## config.mk

```make
export PLATFORM = sky130hd
export DESIGN_NAME = dac_serial_write_control
export DESIGN_NICKNAME = d
export VERILOG_FILES = /design/src/verilog/dac_serial_pkg.sv /design/src/verilog/dac_serial_write_control.sv
export SDC_FILE = /design/constraint.sdc
export NUM_CORES = 1
export LEC_CHECK = 0
export BUFFER_PORTS_ARGS = -buffer_cell sky130_fd_sc_hd__clkbuf_2
export CAP_MARGIN = 10
export CORE_MARGIN = 1
export CORE_UTILIZATION = 60
export DETAILED_ROUTE_END_ITERATION = 7
export PLACE_DENSITY_LB_ADDON = 0.15
export SLEW_MARGIN = 15
export SYNTH_ARGS = -nofsm -noshare
export SYNTH_HDL_FRONTEND = slang
export SYNTH_SLANG_ARGS = --single-unit
```

## constraint.sdc

```tcl
create_clock -name core_clk -period 6.3 [get_ports core_clk]
set_input_delay 0.63 -clock core_clk [delete_from_list [all_inputs] [get_ports core_clk]]
set_output_delay 0.63 -clock core_clk [all_outputs]
set_load 0.05 [all_outputs]
```

## src/verilog/dac_serial_pkg.sv

```systemverilog
// Purpose: Constants and types for the serial DAC write control block.
// Assumes: core_clk at 50 MHz samples the three frame pins.
// Notes:   Summary of operation follows.
//
// Summary of operation
// (RL1) A falling frame select starts a write and enables the shift register.
// (RL2) While frame select is low, each falling shift clock shifts in one bit.
// (RL3) The 24th falling edge completes the word and executes it at once.
// (RL4) The host keeps the shift clock at or below 30 MHz.
// (RL5) The host holds frame select high at least 33 ns between words.
// (RL6) The host may idle frame select low but pulses it high before a word.
// (RL7) Bit 22 set loads the data into the restart code register.
// (RL8) Bits 21 and 20 carry the operating mode.
// (RL9) Mode 00 normal, 01 open output, 10 100k to ground, 11 1k to ground.
// (RL10) Power-down detaches the amplifier, adds termination, keeps the code.
// (RL11) Leaving power-down, output settles after 2.5 us (5 V) or 5 us (3 V).
// (RL12) The 16 low data bits go to the output code register on edge 24.
// (RL13) Frame select rising before edge 24 clears the word, changes nothing.
// (RL14) After power-on the output code is zero until a valid write.
// (RL15) A word of all ones performs a software reset.
// (RL16) Once a software reset word has begun, an early rise does not abort it.
// (RL17) A byte-wide host keeps frame select low across all bytes of a word.
// (RL18) An SPI host uses polarity 0, phase 1, data valid at falling edges.
// (RL19) The host sends each word most significant bit first.
// (RL20) After executing, edges are ignored until frame select rises and falls.

package dac_serial_pkg;

    // Word layout.
    localparam int WORD_BITS   = 24;
    localparam int CODE_BITS   = 16;
    localparam int CNT_BITS    = 5;
    localparam int RESTART_BIT = 22;
    localparam int MODE_HI_BIT = 21;
    localparam int MODE_LO_BIT = 20;
    localparam int SWR_BITS    = 8;

    localparam logic [CNT_BITS-1:0] LAST_CNT =
        CNT_BITS'(WORD_BITS - 1);
    localparam logic [CNT_BITS-1:0] SWR_CNT = CNT_BITS'(SWR_BITS);
    localparam logic [SWR_BITS-1:0] SWR_TOP = 8'hFF;
    localparam logic [WORD_BITS-1:0] SWR_WORD = 24'hFFFFFF;

    // Reset values.
    localparam logic [CODE_BITS-1:0] CODE_RESET = 16'h0000;

    // Pin indices inside the synchroniser vector.
    localparam int PIN_SCLK = 0;
    localparam int PIN_SYNC = 1;
    localparam int PIN_DIN  = 2;
    localparam int PIN_NUM  = 3;

    // Timing.
    localparam int CLK_PERIOD_NS = 20;
    localparam int WAKE_5V_NS    = 2500;
    localparam int WAKE_3V_NS    = 5000;
    localparam int WAKE_BITS     = 9;
    localparam int WAKE_5V_CYC =
        (WAKE_5V_NS + CLK_PERIOD_NS - 1) / CLK_PERIOD_NS;
    localparam int WAKE_3V_CYC =
        (WAKE_3V_NS + CLK_PERIOD_NS - 1) / CLK_PERIOD_NS;

    // Operating modes.
    typedef enum logic [1:0] {
        MODE_NORMAL = 2'b00,
        MODE_OPEN   = 2'b01,
        MODE_R100K  = 2'b10,
        MODE_R1K    = 2'b11
    } mode_t;

    // Frame states.
    typedef enum logic [1:0] {
        ST_IDLE  = 2'b00,
        ST_SHIFT = 2'b01,
        ST_DONE  = 2'b10
    } frame_state_t;

endpackage

```

## src/verilog/dac_serial_write_control.sv

```systemverilog
// Purpose: Frame decoder and control registers of a 16-bit serial DAC.
// Assumes: Shift clock sampled by core_clk; its period spans >= 3 cycles.
// Notes:   Analog core is outside; this block drives its control levels.

`timescale 1ns/1ps
`default_nettype none

module dac_serial_write_control #(
    parameter bit LOW_SUPPLY = 1'b0
) (
    // Clock and reset.
    input  wire logic                                core_clk,
    input  wire logic                                resetn,
    // Serial frame pins.
    input  wire logic                                sync_n,
    input  wire logic                                sclk,
    input  wire logic                                din,
    // DAC core controls.
    output logic [dac_serial_pkg::CODE_BITS-1:0]     dac_code,
    output logic [dac_serial_pkg::CODE_BITS-1:0]     restart_code,
    output dac_serial_pkg::mode_t                    op_mode,
    output logic                                     amp_connect,
    output logic                                     linear_on,
    output logic                                     term_100k,
    output logic                                     term_1k,
    output logic                                     output_settled,
    // Frame status pulses.
    output logic                                     word_done,
    output logic                                     word_abort
);

    import dac_serial_pkg::*;

    // ------------------------------------------------------------------
    // Constants
    // ------------------------------------------------------------------

    localparam logic [WAKE_BITS-1:0] WAKE_CYC = LOW_SUPPLY ?
        WAKE_BITS'(WAKE_3V_CYC) : WAKE_BITS'(WAKE_5V_CYC);
    localparam logic [WAKE_BITS-1:0] WAKE_ZERO = '0;
    localparam logic [WAKE_BITS-1:0] WAKE_ONE  = WAKE_BITS'(1);
    localparam logic [CNT_BITS-1:0]  CNT_ONE   = CNT_BITS'(1);

    // Pins reset to their idle levels: select high, clock and data low.
    localparam logic [PIN_NUM-1:0]   PIN_IDLE  = 3'h2;

    // ------------------------------------------------------------------
    // Pin synchronisers
    // ------------------------------------------------------------------

    logic [PIN_NUM-1:0] pin_meta;
    logic [PIN_NUM-1:0] pin_sync;
    logic               sclk_prev;
    logic               sync_prev;

    // Two flip-flops per pin; only the second stage feeds logic.
    always_ff @(posedge core_clk or negedge resetn) begin
        if (!resetn) begin
            pin_meta <= PIN_IDLE;
            pin_sync <= PIN_IDLE;
        end else begin
            pin_meta <= {din, sync_n, sclk};
            pin_sync <= pin_meta;
        end
    end

    // Previous sampled levels for edge detection.
    always_ff @(posedge core_clk or negedge resetn) begin
        if (!resetn) begin
            sclk_prev <= 1'b0;
            sync_prev <= 1'b1;
        end else begin
            sclk_prev <= pin_sync[PIN_SCLK];
            sync_prev <= pin_sync[PIN_SYNC];
        end
    end

    // ------------------------------------------------------------------
    // Edge decode
    // ------------------------------------------------------------------

    // Data comes from the same stage as the clock, so each bit is read
    // exactly as the pin stood when the falling edge was seen.
    wire sync_lvl  = pin_sync[PIN_SYNC];
    wire din_lvl   = pin_sync[PIN_DIN];
    wire sclk_fall = sclk_prev & ~pin_sync[PIN_SCLK];
    wire sync_fall = sync_prev & ~sync_lvl;

    // ------------------------------------------------------------------
    // Frame state
    // ------------------------------------------------------------------

    frame_state_t               state;
    frame_state_t               next_state;
    logic [WORD_BITS-1:0]       shift;
    logic [CNT_BITS-1:0]        bit_cnt;
    logic                       swr_armed;

    // Shifting happens only inside a frame with select low.
    wire in_frame = (state == ST_SHIFT) & ~sync_lvl;
    wire take_bit = in_frame & sclk_fall; // RL2
    wire last_bit = take_bit & (bit_cnt == LAST_CNT); // RL3
    // Early rise of select ends the frame before the last edge.
    wire early_rise = (state == ST_SHIFT) & sync_lvl; // RL13
    // Complete word as seen on the final edge, first bit at the top.
    wire [WORD_BITS-1:0] full_word = {shift[WORD_BITS-2:0], din_lvl}; // RL19

    // A frame whose first byte is all ones is a software reset if it ends early or all 24 bits are ones.
    wire swr_seen = (state == ST_SHIFT) & (bit_cnt == SWR_CNT)
                  & (shift[SWR_BITS-1:0] == SWR_TOP); // RL15

    // A reset word counts as begun from the cycle its first byte is seen.
    wire swr_live = swr_armed | swr_seen; // RL16

    // Decoded actions.
    wire do_swr   = (last_bit & (full_word == SWR_WORD))
                  | (early_rise & swr_live); // RL15 RL16
    wire do_write = last_bit & (full_word != SWR_WORD); // RL3
    wire do_abort = early_rise & ~swr_live; // RL13

    // Next-state selection.
    // The done state swallows stray clock edges after the last bit until
    // select has been high; only a fresh falling select opens a frame.
    always_comb begin
        next_state = state;
        unique case (state)
            ST_IDLE: begin
                if (sync_fall) begin
                    next_state = ST_SHIFT; // RL1
                end
            end
            ST_SHIFT: begin
                if (early_rise) begin
                    next_state = ST_IDLE;
                end else if (last_bit) begin
                    next_state = ST_DONE;
                end
            end
            ST_DONE: begin
                if (sync_lvl) begin
                    next_state = ST_IDLE; // RL20
                end
            end
            default: begin
                next_state = ST_IDLE;
            end
        endcase
    end

    // State register.
    always_ff @(posedge core_clk or negedge resetn) begin
        if (!resetn) begin
            state <= ST_IDLE;
        end else begin
            state <= next_state;
        end
    end

    // Shift register and bit counter; cleared at frame start and abort.
    always_ff @(posedge core_clk or negedge resetn) begin
        if (!resetn) begin
            shift   <= '0;
            bit_cnt <= '0;
        end else if (sync_fall || early_rise) begin
            shift   <= '0; // RL1 RL13
            bit_cnt <= '0;
        end else if (take_bit) begin
            shift   <= full_word; // RL2
            bit_cnt <= bit_cnt + CNT_ONE;
        end
    end

    // Software reset marker, held from its first byte to frame end.
    always_ff @(posedge core_clk or negedge resetn) begin
        if (!resetn) begin
            swr_armed <= 1'b0;
        end else if (state != ST_SHIFT) begin
            swr_armed <= 1'b0;
        end else if (swr_seen) begin
            swr_armed <= 1'b1; // RL16
        end
    end

    // ------------------------------------------------------------------
    // Command execution
    // ------------------------------------------------------------------

    wire [CODE_BITS-1:0] word_code = full_word[CODE_BITS-1:0]; // RL12
    wire                 word_rst  = full_word[RESTART_BIT];
    wire [1:0]           word_mode =
        {full_word[MODE_HI_BIT], full_word[MODE_LO_BIT]}; // RL8

    mode_t next_mode;

    // Mode after this cycle.
    always_comb begin
        next_mode = op_mode;
        if (do_swr) begin
            next_mode = MODE_NORMAL;
        end else if (do_write) begin
            next_mode = mode_t'(word_mode); // RL9
        end
    end

    // Output code register; zero from power-on until a valid write.
    always_ff @(posedge core_clk or negedge resetn) begin
        if (!resetn) begin
            dac_code <= CODE_RESET; // RL14
        end else if (do_swr) begin
            dac_code <= restart_code; // RL15
        end else if (do_write) begin
            dac_code <= word_code; // RL12
        end
    end

    // Restart code register, kept until power is removed.
    always_ff @(posedge core_clk or negedge resetn) begin
        if (!resetn) begin
            restart_code <= CODE_RESET;
        end else if (do_write && word_rst) begin
            restart_code <= word_code; // RL7
        end
    end

    // Operating mode register; code register is untouched by mode.
    always_ff @(posedge core_clk or negedge resetn) begin
        if (!resetn) begin
            op_mode <= MODE_NORMAL;
        end else begin
            op_mode <= next_mode; // RL10
        end
    end

    // ------------------------------------------------------------------
    // Output stage controls
    // ------------------------------------------------------------------

    wire next_pd = (next_mode != MODE_NORMAL);

    // Termination and bias follow the next mode so all change together.
    always_ff @(posedge core_clk or negedge resetn) begin
        if (!resetn) begin
            amp_connect <= 1'b1;
            linear_on   <= 1'b1;
            term_100k   <= 1'b0;
            term_1k     <= 1'b0;
        end else begin
            amp_connect <= ~next_pd; // RL10
            linear_on   <= ~next_pd;
            term_100k   <= (next_mode == MODE_R100K); // RL9
            term_1k     <= (next_mode == MODE_R1K);
        end
    end

    // ------------------------------------------------------------------
    // Wake-up timer
    // ------------------------------------------------------------------

    // The timer restarts each time power-down is left, so a short stay in
    // normal mode never reports a settled output too early.
    logic [WAKE_BITS-1:0] wake_cnt;

    wire waking = (op_mode != MODE_NORMAL) & ~next_pd;

    // Counts the settle time after leaving power-down.
    always_ff @(posedge core_clk or negedge resetn) begin
        if (!resetn) begin
            wake_cnt <= WAKE_ZERO;
        end else if (next_pd) begin
            wake_cnt <= WAKE_ZERO;
        end else if (waking) begin
            wake_cnt <= WAKE_CYC; // RL11
        end else if (wake_cnt != WAKE_ZERO) begin
            wake_cnt <= wake_cnt - WAKE_ONE;
        end
    end

    // Settled flag: normal mode and timer expired.
    always_ff @(posedge core_clk or negedge resetn) begin
        if (!resetn) begin
            output_settled <= 1'b1;
        end else begin
            output_settled <= ~next_pd & ~waking
                & ((wake_cnt == WAKE_ZERO) | (wake_cnt == WAKE_ONE)); // RL11
        end
    end

    // ------------------------------------------------------------------
    // Status pulses
    // ------------------------------------------------------------------

    // One-cycle pulses for executed and discarded frames.
    always_ff @(posedge core_clk or negedge resetn) begin
        if (!resetn) begin
            word_done  <= 1'b0;
            word_abort <= 1'b0;
        end else begin
            word_done  <= do_write | do_swr;
            word_abort <= do_abort; // RL13
        end
    end

endmodule

`default_nettype wire

```

Word-level counts from Yosys, hierarchy flattened
Cells that the tools add are included.

storage, ports and cells
  word-level logic and storage cells = 88
  bits in registers = 88
  bits of input ports = 5

operators by class
  reductions and logical operators = 12
  eq/ne operators = 14
  mux-type cells = 18
  bitwise logic cells = 24
  add/subtract/negate cells = 2

operator list
  kind                    number
  $mux W23                2
  $mux W16                2
  $mux W9                 3
  $eq A24 B24 Y1 const B  1
  $ne A24 B24 Y1 const B  1
  $and A1 B1 Y1           15
  $mux W2                 6
  $mux W5                 2
  $reduce_bool A2 Y1      5
  $eq A9 B1 Y1 const B    1
  $logic_not A9 Y1        1
  $reduce_bool A9 Y1      1
  $sub A9 B1 Y9 const B   1
  $eq A8 B8 Y1 const B    1
  $eq A2 B2 Y1 const B    3
  $pmux W2 S3             1
  $add A5 B1 Y5 const B   1
  $eq A5 B4 Y1 const B    1
  $eq A5 B5 Y1 const B    1
  $not A1 Y1              5
  $ne A2 B2 Y1 const B    2
  $or A1 B1 Y1            4
  $ne A3 B3 Y1 const B    1
  $reduce_and A3 Y1       1
  other kinds (7)         8

Logic depth before layout (Yosys ltp)
  depth in word-level cells = 13
  gate-level depth with buffers = 8

Least setup slack after synthesis
No wires, ideal clock.

  path type = reg2reg
  from = reg pin_sync[1]
  to = reg restart_code[10] (netlist name)
  setup time = 0.125 ns
  path slack = 4.258 ns
  arrival = 1.917 ns
  cell stages (with the launch flop) = 7
  period minus slack after synthesis = 2.042 ns
  cells stage by stage = dfstp_2 > or3b_4 > nor4b_4 > o21ai_4 > nor2_4 > buf_6 > mux2_2

on the way
  word-level cells in the longest chain between the ends = 6

RTL lines
  element                   line                             text
  start: declaration        dac_serial_write_control.sv:52   logic [PIN_NUM-1:0] pin_sync;
  start signal: assignment  dac_serial_write_control.sv:63   pin_sync <= pin_meta;
  $not A1 Y1                dac_serial_write_control.sv:100  wire in_frame = (state == ST_SHIFT) & ~sync_lvl;
  $and A1 B1 Y1             dac_serial_write_control.sv:100
  $and A1 B1 Y1             dac_serial_write_control.sv:101  wire take_bit = in_frame & sclk_fall;
  $and A1 B1 Y1             dac_serial_write_control.sv:102  wire last_bit = take_bit & (bit_cnt == LAST_CNT);
  $and A1 B1 Y1             dac_serial_write_control.sv:118  wire do_write = last_bit & (full_word != SWR_WORD);
  $logic_and A1 B1 Y1       dac_serial_write_control.sv:220  end else if (do_write && word_rst) begin
  end signal: assignment    dac_serial_write_control.sv:221  restart_code <= word_code;
  end: declaration          dac_serial_write_control.sv:20   output logic [dac_serial_pkg::CODE_BITS-1:0] restart_code,

No other way between the ends.
A chain may end at the register's enable or synchronous reset.

Worst setup path in the final report
  from = reg pin_sync[1]
  to = reg restart_code[14] (netlist name)

The elaborated chain is that of the path after synthesis.

==> implementation parameters <==
Parameter                              Value

Placement
  Final weighted congestion in routability-driven placement    0.741
  HPWL after detailed placement    4380 um
  Number of input and output port buffers inserted    45
  Placed Cells incl. Taps    380

Floorplan
  Die area    0.00636 mm2
  Placeable Area    0.00568 mm2
  Overall die height    79.8 um
  Starting density of the core    63.9%
  Cell Rows    27
  IO Pins    46
  Horizontal extent of the die    79.8 um

Power
  Sum of internal, switching and leakage power    0.000962 W
  Static leakage power    2.01 nW
  Pwr Density    237 mW/mm2
  VDD IR-drop max    0.000221 V

Synth
  Share of the yosys chip area belonging to registers    60.9%
  Number of warnings printed during yosys synthesis    0
  Number of different library cells in the post-synthesis netlist    49
  Number of cells produced by synthesis    275
  Async set-reset flop share out of synthesis    100%
  Avg Inst Size Synth    13.2 um2
  Post-synthesis sequential element count    88
  Post-synth EDFFs    0
  Ys flop type    sky130_fd_sc_hd__dfrtp_1
  Syn_nets    284
  Cell area after technology mapping    0.00363 mm2

Job
  Max-cap violation count    0

Global routing
  Combined global-route utilization of all metal layers    24.4%
  First-pass GRT wire length    11500 um
  Antenna violations before repair    0
  Busiest layer in global routing    met2
  Pin count of the biggest net entering global routing    89
  Vias in the first global route    2353
  Met1 Usage GRT    34.7%
  Total congestion overflow    0
  Met2 Track Usage GR    37.0%
  GR met3 Demand/Resource    3.77%

Layout
  Count of antenna diodes in the layout    0
  Utilization after layout    71.5%
  Leading cell types in the layout, fill and taps excluded    sky130_fd_sc_hd__dfrtp_1, sky130_fd_sc_hd__clkbuf_2, sky130_fd_sc_hd__a22o_1
  Filler cell count in the final layout    399
  Register area    0.00221 mm2
  Net count of the finished layout    328
  Area grow syn2layout    11.9%
  Non-filler cells, final    396
  Total area of multi-input combinational cells    0.00131 mm2
  Most frequent standard cell in the layout excluding fill and tap cells    sky130_fd_sc_hd__dfrtp_1
  Ratio of cells with drive above 1 in the final layout    29.0%

Timing
  Setup Total Neg Slack    0 ns
  Relative slew margins    37.3%
  Part of the cycle the worst path needs    41.1%
  Final setup violating endpoints    0
  Peak Freq    0.386 GHz
  Setup repair after global routing missed its margin    false
  Total count of hold-check failures in the final report    0
  Clock skew after layout    0.0110 ns
  Shortest period the worst path allows    2.59 ns
  Hold WS    0.329 ns
  Slew @ Worst Pin    0.940 ns
  Fin. max-slew vios    0

Route
  Final Routed Wirelength    6850 um
  Drt first-iter violations    244
  Detail-routed via count per cell    6.06
  Number of remaining DRC errors    0
  Number of optimization iterations in the first detailed-route pass    4
  Wire per inst    17.3 um
  Post-DRT Antenna Nets    0
  Number of vias in the routed layout    2401

Critical path
  Category of the worst setup path capture point    flip-flop
  Critical path capture point    restart_code[14]$_DFFE_PN0P_
  Worst setup startpoint    pin_sync[1]$_DFF_PN1_
  Register-to-register setup slack    3.71 ns
  Data arrival time of the critical path    2.81 ns
  Largest fanout on the critical path    20
  Nature of the critical path startpoint    flip-flop
  Critical register-to-register path endpoint    restart_code[14]$_DFFE_PN0P_
  Start of the worst register-to-register path    pin_sync[1]$_DFF_PN1_
  Data required, critical path    6.52 ns
  Critical path start-end classification    flip-flop to flip-flop
  Worst r2r path cells    6

Outcome
  Run status    complete, no violations

Clock network
  H-tree depth reported by CTS    3
  Clock Root Buffer    sky130_fd_sc_hd__clkbuf_8
  Total clock sinks    88
  Post-CTS setup repair buffer count    0
  Total clock buffers created by CTS    9
  Worst-path clk slew    0.08 ns
  Largest buffer count on any clock path    2
  Count of instances resized after the clock tree is built    0
  Clock tree from TritonCTS    yes
  Later-pin clock latency in the skew report    0.35 ns
  Hold Buf Count CTS    0

Hold path
  Class of the tightest hold or removal check    input port to asynchronous set/reset pin
==> area by class of cell <==
cell class	instances	share of cell area (%)
flip-flops and latches	88	54.4
inverters	7	0.648
repair buffers	47	6.07
multi-input cells	166	32.2
clock buffers	11	3.24
clock inverters	5	1.23
well taps	72	2.22
==> Yosys cell counts, types with 5 or more instances <==
| library cell | number | area (um2) |
|---|---|---|
| sky130_fd_sc_hd__dfstp_2 | 5 | 131 |
| sky130_fd_sc_hd__inv_1 | 7 | 26.3 |
| sky130_fd_sc_hd__xor2_1 | 5 | 43.8 |
| sky130_fd_sc_hd__a21oi_1 | 8 | 40.0 |
| sky130_fd_sc_hd__nor2_1 | 12 | 45.0 |
| sky130_fd_sc_hd__clkbuf_1 | 5 | 18.8 |
| sky130_fd_sc_hd__a2bb2oi_1 | 15 | 131 |
| sky130_fd_sc_hd__o22ai_1 | 16 | 100 |
| sky130_fd_sc_hd__a22o_1 | 24 | 210 |
| sky130_fd_sc_hd__mux2_2 | 14 | 158 |
| sky130_fd_sc_hd__dfrtp_1 | 83 | 2080 |
| sky130_fd_sc_hd__nand4_1 | 8 | 50.1 |
| sky130_fd_sc_hd__nand2_1 | 10 | 37.5 |
==> power breakdown <==
part | switching [W] | internal, W | total [W]
Sequential | 0.00000310 | 0.000569 | 0.000572
Clock | 0.000184 | 0.000181 | 0.000365
Combinational | 0.0000199 | 0.00000514 | 0.0000250
==> per-stage QoR <==
stage / instance area (um2) / worst slack (ns)
after global routing: 4060 / 3.57
after floorplan: 3630 / 4.26
final: 4060 / 3.71
after detailed placement: 3870 / 3.72
after global placement: 3870 / 3.78
after CTS: 4050 / 3.67
==> worst min path at each step <==
stage,slack (ns),endpoint,depth (start not counted)
CTS,0.35,pin_meta[1]$_DFF_PN1_,1
detailed placement,0.35,pin_sync[2]$_DFF_PN0_,0
global placement,0.33,pin_sync[2]$_DFF_PN0_,0
finish,0.33,bit_cnt[3]$_DFFE_PN0P_,1
global route,0.34,pin_meta[1]$_DFF_PN1_,1
floorplan,0.33,bit_cnt[0]$_DFFE_PN0P_,0
==> flip-flops by register name, summed over array words and instances (netlist names) <==
signal          count
shift              23
dac_code           16
restart_code       16
wake_cnt            9
bit_cnt             5
pin_meta            3
pin_sync            3
op_mode             2
state               2
linear_on           1
output_settled      1
sclk_prev           1
swr_armed           1
sync_prev           1
term_100k           1
term_1k             1
word_abort          1
word_done           1
==> logic make-up after synthesis <==
family                     Yosys count  synth area share, %
buffers and inverters               21                 3.14
adders and majority gates            4                 1.38
and+or+nand+nor                     62                 10.8
AOI/OAI and AO/OA                   76                 16.9
xor gates and xnor gates             7                 1.69
DFF                                 88                 60.9
muxes                               17                 5.28
==> routing by layer <==
layer | vias up | wire length, um
li1 | 1111 | -
met1 | 1218 | 3150
met2 | 63 | 3350
met3 | 9 | 240
met4 | 0 | 106
met5 | - | 0
==> worst max-delay path, cell delays in order (launching register included) <==
cell                      delay, ns
sky130_fd_sc_hd__dfstp_2       0.40
sky130_fd_sc_hd__or3b_4        0.43
sky130_fd_sc_hd__nor4b_4       0.27
sky130_fd_sc_hd__buf_4         0.30
sky130_fd_sc_hd__o21ai_4       0.22
sky130_fd_sc_hd__nor2_4        0.45
sky130_fd_sc_hd__mux2_1        0.38
(Power assumes the default switching activity.)
